### src/rtl/usb_in_ep_pkg.sv
package usb_in_ep_pkg;
  // ------------------------------------------------------------
  // Register byte offsets
  // ------------------------------------------------------------
  localparam logic [7:0] CTRL_OFS   = 8'h00;
  localparam logic [7:0] STATUS_OFS = 8'h04;
  localparam logic [7:0] FLAGS_OFS  = 8'h08;
  localparam logic [7:0] DATA_OFS   = 8'h0c;
  localparam logic [7:0] INT_OFS    = 8'h10;
  // ------------------------------------------------------------
  // Field positions
  // ------------------------------------------------------------
  localparam int CTL_CLR   = 7;
  localparam int CTL_OWEN  = 6;
  localparam int CTL_STALL = 3;
  localparam int CTL_PKT   = 1;
  localparam int CTL_EN    = 0;
  localparam int ST_TOG    = 7;
  localparam int ST_STALL  = 3;
  localparam int ST_NACK   = 2;
  localparam int ST_ERR    = 1;
  localparam int ST_ACK    = 0;
  localparam int FL_EMPTY  = 3;
  localparam int FL_FULL   = 2;
  localparam int FL_FIFO_UNDERRUN_FLAG   = 1;
  localparam int FL_FIFO_OVERRUN_FLAG   = 0;
  localparam int INT_BIT   = 0;
  // ------------------------------------------------------------
  // Reset values and sizes
  // ------------------------------------------------------------
  localparam logic [7:0] CTRL_RST   = 8'h00;
  localparam logic [7:0] STATUS_RST = 8'h00;
  localparam logic [7:0] FLAGS_RST  = 8'h08;
  localparam int         FIFO_DEPTH = 8;
  // ------------------------------------------------------------
  // Transaction states and answer kinds
  // ------------------------------------------------------------
  typedef enum logic {ST_IDLE, ST_BUSY} txn_state_t;
  typedef enum logic [1:0] {ANS_NONE, ANS_DATA, ANS_NACK, ANS_STALL} ans_t;
endpackage

### src/rtl/tx_fifo_if.sv
`timescale 1ns/1ps
interface tx_fifo_if #(parameter int W = 8);
  logic         push;
  logic         pop;
  logic         flush;
  logic [W-1:0] wdata;
  logic [W-1:0] rdata;
  logic         empty;
  logic         full;
  modport ctrl (output push, pop, flush, wdata, input rdata, empty, full);
  modport store (input push, pop, flush, wdata, output rdata, empty, full);
endinterface

### src/rtl/tx_fifo.sv
`timescale 1ns/1ps
module tx_fifo #(
  parameter int W     = 8,
  parameter int DEPTH = 8
) (
  input  wire logic clk_sys_i,
  input  wire logic rst_n_i,
  input  wire logic ce_i,
  tx_fifo_if.store  port
);
  localparam int AW = $clog2(DEPTH);
  localparam logic [AW:0]   CNT_FULL = (AW+1)'(DEPTH);
  localparam logic [AW-1:0] PTR_LAST = AW'(DEPTH - 1);

  typedef struct packed {
    logic [DEPTH-1:0][W-1:0] mem;
    logic [AW-1:0]           wp;
    logic [AW-1:0]           rp;
    logic [AW:0]             cnt;
  } fifo_st_t;

  fifo_st_t s_r;
  fifo_st_t s_nxt;

  // Flags and head word
  assign port.empty = (s_r.cnt == '0);
  assign port.full  = (s_r.cnt == CNT_FULL);
  assign port.rdata = s_r.mem[s_r.rp];

  // Pointer update, flush has priority
  always_comb begin
    s_nxt = s_r;
    if (port.flush) begin
      s_nxt.wp  = '0;
      s_nxt.rp  = '0;
      s_nxt.cnt = '0;
    end else begin
      if (port.push && !port.full) begin
        s_nxt.mem[s_r.wp] = port.wdata;
        s_nxt.wp = (s_r.wp == PTR_LAST) ? '0 : s_r.wp + 1'b1;
      end
      if (port.pop && !port.empty) begin
        s_nxt.rp = (s_r.rp == PTR_LAST) ? '0 : s_r.rp + 1'b1;
      end
      s_nxt.cnt = s_r.cnt + (AW+1)'(port.push && !port.full) - (AW+1)'(port.pop && !port.empty);
    end
  end

  always_ff @(posedge clk_sys_i or negedge rst_n_i) begin
    if (!rst_n_i) begin
      s_r <= '0;
    end else if (ce_i) begin
      s_r <= s_nxt;
    end
  end
endmodule // tx_fifo

### src/rtl/usb_in_endpoint_tx_status.sv
`timescale 1ns/1ps
module usb_in_endpoint_tx_status #(
  parameter int FIFO_DEPTH = usb_in_ep_pkg::FIFO_DEPTH
) (
  input  wire logic        clk_sys_i,
  input  wire logic        rst_n_i,
  input  wire logic        ce_i,
  input  wire logic        wb_cyc_i,
  input  wire logic        wb_stb_i,
  input  wire logic        wb_we_i,
  input  wire logic [7:0]  wb_adr_i,
  input  wire logic [3:0]  wb_sel_i,
  input  wire logic [31:0] wb_dat_i,
  output logic      [31:0] wb_dat_o,
  output logic             wb_ack_o,
  input  wire logic        in_token_i,
  input  wire logic        rd_byte_i,
  input  wire logic        txn_done_i,
  input  wire logic        host_ack_i,
  input  wire logic        txn_error_i,
  output logic             send_data_o,
  output logic             data_pid_o,
  output logic             send_stall_o,
  output logic             send_nack_o,
  output logic      [7:0]  byte_o,
  output logic             byte_valid_o,
  output logic             ep_tx_int_o,
  output logic             fifo_empty_o,
  output logic             fifo_full_o
);
  // ------------------------------------------------------------
  // State record
  // ------------------------------------------------------------
  typedef struct packed {
    usb_in_ep_pkg::txn_state_t state;
    usb_in_ep_pkg::ans_t       ans;
    logic       clr;
    logic       owen;
    logic       stall_req;
    logic       pkt_rdy;
    logic       tx_en;
    logic       tog;
    logic       stall;
    logic       nack;
    logic       err;
    logic       ack;
    logic       under;
    logic       over;
    logic       intr;
    logic       empty;
    logic       full;
    logic       wb_ack;
    logic [7:0] wb_dat;
    logic       send_data;
    logic       pid;
    logic       send_stall;
    logic       send_nack;
    logic [7:0] byte_q;
    logic       byte_v;
  } ep_st_t;

  localparam ep_st_t RST_VAL = '{
    state:      usb_in_ep_pkg::ST_IDLE,
    ans:        usb_in_ep_pkg::ANS_NONE,
    clr:        usb_in_ep_pkg::CTRL_RST[usb_in_ep_pkg::CTL_CLR],
    owen:       usb_in_ep_pkg::CTRL_RST[usb_in_ep_pkg::CTL_OWEN],
    stall_req:  usb_in_ep_pkg::CTRL_RST[usb_in_ep_pkg::CTL_STALL],
    pkt_rdy:    usb_in_ep_pkg::CTRL_RST[usb_in_ep_pkg::CTL_PKT],
    tx_en:      usb_in_ep_pkg::CTRL_RST[usb_in_ep_pkg::CTL_EN],
    tog:        usb_in_ep_pkg::STATUS_RST[usb_in_ep_pkg::ST_TOG],
    stall:      usb_in_ep_pkg::STATUS_RST[usb_in_ep_pkg::ST_STALL],
    nack:       usb_in_ep_pkg::STATUS_RST[usb_in_ep_pkg::ST_NACK],
    err:        usb_in_ep_pkg::STATUS_RST[usb_in_ep_pkg::ST_ERR],
    ack:        usb_in_ep_pkg::STATUS_RST[usb_in_ep_pkg::ST_ACK],
    under:      usb_in_ep_pkg::FLAGS_RST[usb_in_ep_pkg::FL_FIFO_UNDERRUN_FLAG],
    over:       usb_in_ep_pkg::FLAGS_RST[usb_in_ep_pkg::FL_FIFO_OVERRUN_FLAG],
    intr:       1'b0,
    empty:      usb_in_ep_pkg::FLAGS_RST[usb_in_ep_pkg::FL_EMPTY],
    full:       usb_in_ep_pkg::FLAGS_RST[usb_in_ep_pkg::FL_FULL],
    wb_ack:     1'b0,
    wb_dat:     8'h00,
    send_data:  1'b0,
    pid:        1'b0,
    send_stall: 1'b0,
    send_nack:  1'b0,
    byte_q:     8'h00,
    byte_v:     1'b0
  };

  ep_st_t     s_r;
  ep_st_t     s_nxt;
  logic       req;
  logic       wr;
  logic       done;
  logic [7:0] rd_mux;
  logic [7:0] wd;

  tx_fifo_if #(.W(8)) fif ();

  tx_fifo #(
    .W     (8),
    .DEPTH (FIFO_DEPTH)
  ) u_fifo (
    .clk_sys_i (clk_sys_i),
    .rst_n_i   (rst_n_i),
    .ce_i      (ce_i),
    .port      (fif.store)
  );

  // ------------------------------------------------------------
  // Bus decode
  // ------------------------------------------------------------
  // One-cycle answer to every access, writes need lane 0
  assign req  = wb_cyc_i & wb_stb_i & ~s_r.wb_ack;
  assign wr   = req & wb_we_i & wb_sel_i[0];
  assign wd   = wb_dat_i[7:0];
  assign done = (s_r.state == usb_in_ep_pkg::ST_BUSY) & txn_done_i;

  // Read view, reserved bits read zero
  always_comb begin
    unique case (wb_adr_i)
      usb_in_ep_pkg::CTRL_OFS:   rd_mux = {s_r.clr, s_r.owen, 2'b00, s_r.stall_req, 1'b0, s_r.pkt_rdy, s_r.tx_en};
      usb_in_ep_pkg::STATUS_OFS: rd_mux = {s_r.tog, 3'b000, s_r.stall, s_r.nack, s_r.err, s_r.ack};
      usb_in_ep_pkg::FLAGS_OFS:  rd_mux = {4'h0, s_r.empty, s_r.full, s_r.under, s_r.over};
      usb_in_ep_pkg::INT_OFS:    rd_mux = {7'h00, s_r.intr};
      default:                   rd_mux = 8'h00;
    endcase
  end

  // ------------------------------------------------------------
  // Next state
  // ------------------------------------------------------------
  always_comb begin
    s_nxt            = s_r;
    s_nxt.wb_ack     = 1'b0;
    s_nxt.send_data  = 1'b0;
    s_nxt.send_stall = 1'b0;
    s_nxt.send_nack  = 1'b0;
    s_nxt.byte_v     = 1'b0;
    fif.push         = 1'b0;
    fif.pop          = 1'b0;
    fif.flush        = 1'b0;
    fif.wdata        = wd;
    // Flags mirror the FIFO one cycle late
    s_nxt.empty      = fif.empty;
    s_nxt.full       = fif.full;
    // FIFO clear runs one cycle after it is requested
    if (s_r.clr) begin
      fif.flush     = 1'b1;
      s_nxt.under   = 1'b0;
      s_nxt.over    = 1'b0;
      s_nxt.intr    = 1'b0;
      s_nxt.pkt_rdy = 1'b0;
      s_nxt.clr     = 1'b0;
    end
    if (req) begin
      s_nxt.wb_ack = 1'b1;
      s_nxt.wb_dat = rd_mux;
    end
    // Register writes
    if (wr) begin
      unique case (wb_adr_i)
        usb_in_ep_pkg::CTRL_OFS: begin
          s_nxt.clr       = wd[usb_in_ep_pkg::CTL_CLR];
          s_nxt.owen      = wd[usb_in_ep_pkg::CTL_OWEN];
          s_nxt.stall_req = wd[usb_in_ep_pkg::CTL_STALL];
          s_nxt.pkt_rdy   = wd[usb_in_ep_pkg::CTL_PKT];
          s_nxt.tx_en     = wd[usb_in_ep_pkg::CTL_EN];
        end
        usb_in_ep_pkg::STATUS_OFS: begin
          if (s_r.owen) begin
            s_nxt.tog = wd[usb_in_ep_pkg::ST_TOG];
          end
          if (!wd[usb_in_ep_pkg::ST_ACK] && s_r.ack) begin
            s_nxt.ack  = 1'b0;
            s_nxt.intr = 1'b0;
          end
        end
        usb_in_ep_pkg::DATA_OFS: begin
          if (fif.full) begin
            s_nxt.over = 1'b1;
            s_nxt.intr = 1'b1;
          end else begin
            fif.push = 1'b1;
          end
        end
        default: ;
      endcase
    end
    // USB side pulls bytes of the packet
    if (rd_byte_i) begin
      if (fif.empty) begin
        s_nxt.under = 1'b1;
        s_nxt.intr  = 1'b1;
      end else begin
        fif.pop      = 1'b1;
        s_nxt.byte_q = fif.rdata;
        s_nxt.byte_v = 1'b1;
      end
    end
    // Transaction answer and outcome
    unique case (s_r.state)
      usb_in_ep_pkg::ST_IDLE: begin
        if (in_token_i) begin
          s_nxt.state = usb_in_ep_pkg::ST_BUSY;
          if (s_r.stall_req) begin
            s_nxt.ans        = usb_in_ep_pkg::ANS_STALL;
            s_nxt.send_stall = 1'b1;
          end else if (!s_r.tx_en || !s_r.pkt_rdy) begin
            s_nxt.ans       = usb_in_ep_pkg::ANS_NACK;
            s_nxt.send_nack = 1'b1;
          end else begin
            s_nxt.ans       = usb_in_ep_pkg::ANS_DATA;
            s_nxt.send_data = 1'b1;
            s_nxt.pid       = s_r.tog;
          end
        end
      end
      usb_in_ep_pkg::ST_BUSY: begin
        if (txn_done_i) begin
          s_nxt.state = usb_in_ep_pkg::ST_IDLE;
          s_nxt.stall = (s_r.ans == usb_in_ep_pkg::ANS_STALL);
          s_nxt.nack  = (s_r.ans == usb_in_ep_pkg::ANS_NACK);
          s_nxt.err   = txn_error_i;
          if (s_r.ans == usb_in_ep_pkg::ANS_DATA && host_ack_i && !txn_error_i) begin
            s_nxt.tog     = ~s_r.tog;
            s_nxt.ack     = 1'b1;
            s_nxt.intr    = 1'b1;
            s_nxt.pkt_rdy = 1'b0;
          end
        end
      end
    endcase
  end

  // State register, loaded with RST_VAL by power-on reset
  always_ff @(posedge clk_sys_i or negedge rst_n_i) begin
    if (!rst_n_i) begin
      s_r <= RST_VAL;
    end else if (ce_i) begin
      s_r <= s_nxt;
    end
  end

  // ------------------------------------------------------------
  // Outputs
  // ------------------------------------------------------------
  assign wb_dat_o     = {24'h000000, s_r.wb_dat};
  assign wb_ack_o     = s_r.wb_ack;
  assign send_data_o  = s_r.send_data;
  assign data_pid_o   = s_r.pid;
  assign send_stall_o = s_r.send_stall;
  assign send_nack_o  = s_r.send_nack;
  assign byte_o       = s_r.byte_q;
  assign byte_valid_o = s_r.byte_v;
  assign ep_tx_int_o  = s_r.intr;
  assign fifo_empty_o = s_r.empty;
  assign fifo_full_o  = s_r.full;
endmodule // usb_in_endpoint_tx_status

### config.mk
export PLATFORM = sky130hd
export DESIGN_NAME = usb_in_endpoint_tx_status
export DESIGN_NICKNAME = d
export VERILOG_FILES = /design/src/rtl/usb_in_ep_pkg.sv /design/src/rtl/tx_fifo_if.sv /design/src/rtl/tx_fifo.sv /design/src/rtl/usb_in_endpoint_tx_status.sv
export SDC_FILE = /design/constraint.sdc
export NUM_CORES = 1
export LEC_CHECK = 0
export BUFFER_PORTS_ARGS = -buffer_cell sky130_fd_sc_hd__clkbuf_2
export CAP_MARGIN = 20
export CELL_PAD_IN_SITES_DETAIL_PLACEMENT = 0
export CELL_PAD_IN_SITES_GLOBAL_PLACEMENT = 1
export CORE_AREA = 2 2 117 119
export CTS_CLUSTER_DIAMETER = 30
export DETAILED_ROUTE_END_ITERATION = 10
export DIE_AREA = 0 0 119 121
export HOLD_SLACK_MARGIN = 0.08
export PLACE_DENSITY = 0.77
export RECOVER_POWER = 100
export SLEW_MARGIN = 30
export SYNTH_ARGS = -nofsm -noshare
export SYNTH_HDL_FRONTEND = slang
export SYNTH_HIERARCHICAL = 1
export SYNTH_SLANG_ARGS = --single-unit
export TNS_END_PERCENT = 30
### constraint.sdc
create_clock -name clk_sys_i -period 3.3 [get_ports clk_sys_i]
set_clock_uncertainty 0.15 [all_clocks]
set_input_delay 0.99 -clock clk_sys_i [delete_from_list [all_inputs] [get_ports clk_sys_i]]
set_output_delay 0.99 -clock clk_sys_i [all_outputs]
set_load 0.03 [all_outputs]
==> results.yml <==
run_status:
  status: "completed"
detailed_routing:
  detail-route-antenna-nets: 0
  first_iter_violations: 130
  wl_mm: 12.1
  drt-pass1-iter-count: 4
  routed_via_density: 5.32
  drc: 0
  drt-wirelength-per-cell_um: 17.2
  via_count: 3735
timing:
  setup_tns_ns: 0
  slew_viol_final: 0
  fmax_mhz: 332
  final-setup-viol-count: 0
  min_period_ns: 3.02
  worst_pin_slew_ns: 1.22
  final.setup.worst_slack_ns: 0.284
  hold_viol_final: 0
  rsz0062_at_grt: "false"
  slew_headroom_pct: 18.8
  fin_crit_sh_pct: 91.4
final_layout:
  n_antenna_cell: 0
  fin_area_um2: 6420
  fin_util_pct: 49.1
  layout-drive-gt1-share_pct: 32.3
  fillers: 1187
  num-nets-final: 586
  area_growth_pct: 10.9
hold_path:
  hold_path_class: "register to register"
  min_delay_path_depth: 2
  worstHoldEndpoint: "wb_dat_o[0]"
  holdCritStartpoint: "wb_dat_o[0]"
setup_path:
  critPathKind: "input pin to register"
  r2r_start: "u_fifo/s_r[2]"
  ff2ff_setup_slack_ns: 0.29
  cp-start-kind: "input pin"
  worst_ep_required_time_ns: 3.35
  r2r-end: "u_fifo/s_r[15]"
  worstPathArrival_ns: 3.06
  critPathCaptureType: "register"
  path_max_fanout: 3
  r2r_cells: 11
global_route:
  grt_overflow: 0
  grt_start_max_net_pins: 50
  gr-usage-all-layers_pct: 17.5
  antenna_found_initial: 0
  grt_pass1_vias: 3855
  grt_pass1_wl_mm: 19.6
power:
  power_per_cell_area_nw_per_um2: 548
  ir_drop_uv: 229
  p_total_mw: 3.52
  p_leak_nw: 3.13
clocking:
  hold_buffers: 0
  htreeDepth: 3
  clk_latency_ns: 0.35
  numCtsBuffers: 9
  cts_resized: 0
  post_cts_buffers: 0
  cts_root_buf: "clkbuf_16"
  clkTransAtPathRegs_ns: 0.07
  tritoncts: "yes"
  clock-sinks: 112
  clockBufferDepth: 2
placement:
  post-place-ws_ns: -0.0791
  port_buffers: 50
  placed_area_um2: 6260
  dp_hpwl_mm: 8.42
  gp_congestion: 0.768
synthesis:
  synth_area_um2: 5790
  yosysWarnings: 6
  netlist_instances: 464
  ys.flop_type: "dfrtp_1"
  synth.area.top_cells: "dfrtp_1 48%, mux2_2 14%, mux4_2 6.2%, buf_4 5.6%, nand2_1 3.2%"
  synthArstFlopShare_pct: 100
  synth_top_cell_by_area: "dfrtp_1"
  seq_area_frac_synth_pct: 48.4
  synth_seq_cells: 112
  synth_common_cells: "111 x dfrtp_1, 74 x mux2_2, 49 x nand2_1"
  synth_cell_types: 63
  synth_area_per_cell_um2: 12.5
  synth_top_area_share_pct: 48.0
  synth_edf_count: 0
  yosysMostFrequentCell: "dfrtp_1"
floorplanning:
  start_util_pct: 44.3
  die_w_um: 119
  ios: 104
  dieArea_um2: 14400
  dieHeight_um: 121
  core_um2: 13100
  row_count: 42
run:
  cap_violations: 0
## cells in the final DEF (no fill, tap or decap), types with 3 or more instances in the layout
| cell type | n |
|---|---|
| buf_4 | 13 |
| a21oi_1 | 5 |
| o21ai_0 | 12 |
| dfrtp_1 | 111 |
| nand4_1 | 5 |
| a22o_1 | 6 |
| clkbuf_16 | 9 |
| o311ai_0 | 5 |
| mux2_1 | 5 |
| mux2i_1 | 4 |
| mux4_2 | 16 |
| nand2_1 | 49 |
| nor2b_1 | 6 |
| nand4b_1 | 3 |
| clkbuf_2 | 32 |
| clkbuf_1 | 29 |
| nand2b_1 | 8 |
| nand3_1 | 3 |
| inv_1 | 20 |
| nand3b_1 | 4 |
| nor2_1 | 11 |
| mux2_2 | 74 |
| ha_1 | 9 |
| conb_1 | 26 |
## area by class of cell
class | count | area, um^2 | area share [%]
clock inverters | 6 | 75.1 | 1.17
flip-flops and latches | 112 | 2800 | 43.7
inverters | 22 | 85.1 | 1.33
clock buffers | 10 | 239 | 3.72
repair buffers | 76 | 407 | 6.33
well taps | 176 | 220 | 3.43
multi-input cells | 300 | 2590 | 40.3
## state kept, by name, summed over array words and instances (netlist names), 6 cells and up
signal      cells
u_fifo/s_r     74
s_r            15
byte_o          8
wb_dat_o        6
## stage by stage
stage	hold WS (ns)	std cells
floorplan	0.294	489
global placement	0.313	686
detailed placement	0.321	686
CTS	0.339	702
global route	0.362	702
finish	0.336	702
## layer usage
metal,part of all wire (%),track usage [%]
met1,45,22.5
met2,50,30.4
met3,3.5,2.77
met4,1.2,5.73
met5,0,0
## cell families (layout without fill, tap and decap cells)
kind of cell	Yosys count	after routing	share of synthesized area (%)
simple gates	118	118	12.8
flops	112	112	48.4
mux	99	99	22.3
buf+inv	77	114	7.93
compound gates	46	46	6.07
fa+ha+maj	10	10	2.29
other cells	1	26	0.0648
xor+xnor	1	1	0.151
## critical path, cell delays in order
cell,delay [ns]
clkbuf_2,0.09
and3b_1,0.25
nand4_2,0.13
nor3_2,0.21
and2_1,0.21
inv_1,0.06
ha_1,0.26
inv_1,0.04
ha_1,0.20
fa_1,0.39
xnor2_1,0.16
o22ai_1,0.08
## power breakdown
part	switching [mW]	total (mW)	internal, mW	leakage (nW)
Combinational	0.474	0.786	0.312	1.48
Sequential	0.122	1.59	1.47	1.49
Clock	0.517	1.14	0.622	0.156
Total	1.11	3.52	2.40	3.13
## how the worst max path moves through the flow
stage	start	to	slack (ns)	cells after the start
final	wb_adr_i[4]	u_fifo/s_r[2]	0.28	12
after global routing	wb_adr_i[5]	u_fifo/s_r[1]	0.08	12
after CTS	wb_adr_i[5]	u_fifo/s_r[3]	0.27	12
after detailed placement	wb_adr_i[5]	u_fifo/s_r[2]	-0.08	12
after global placement	wb_adr_i[5]	u_fifo/s_r[2]	-0.05	12
after floorplan	wb_adr_i[5]	u_fifo/s_r[3]	0.04	11
No activity file was read; power rests on OpenSTA's default activity.
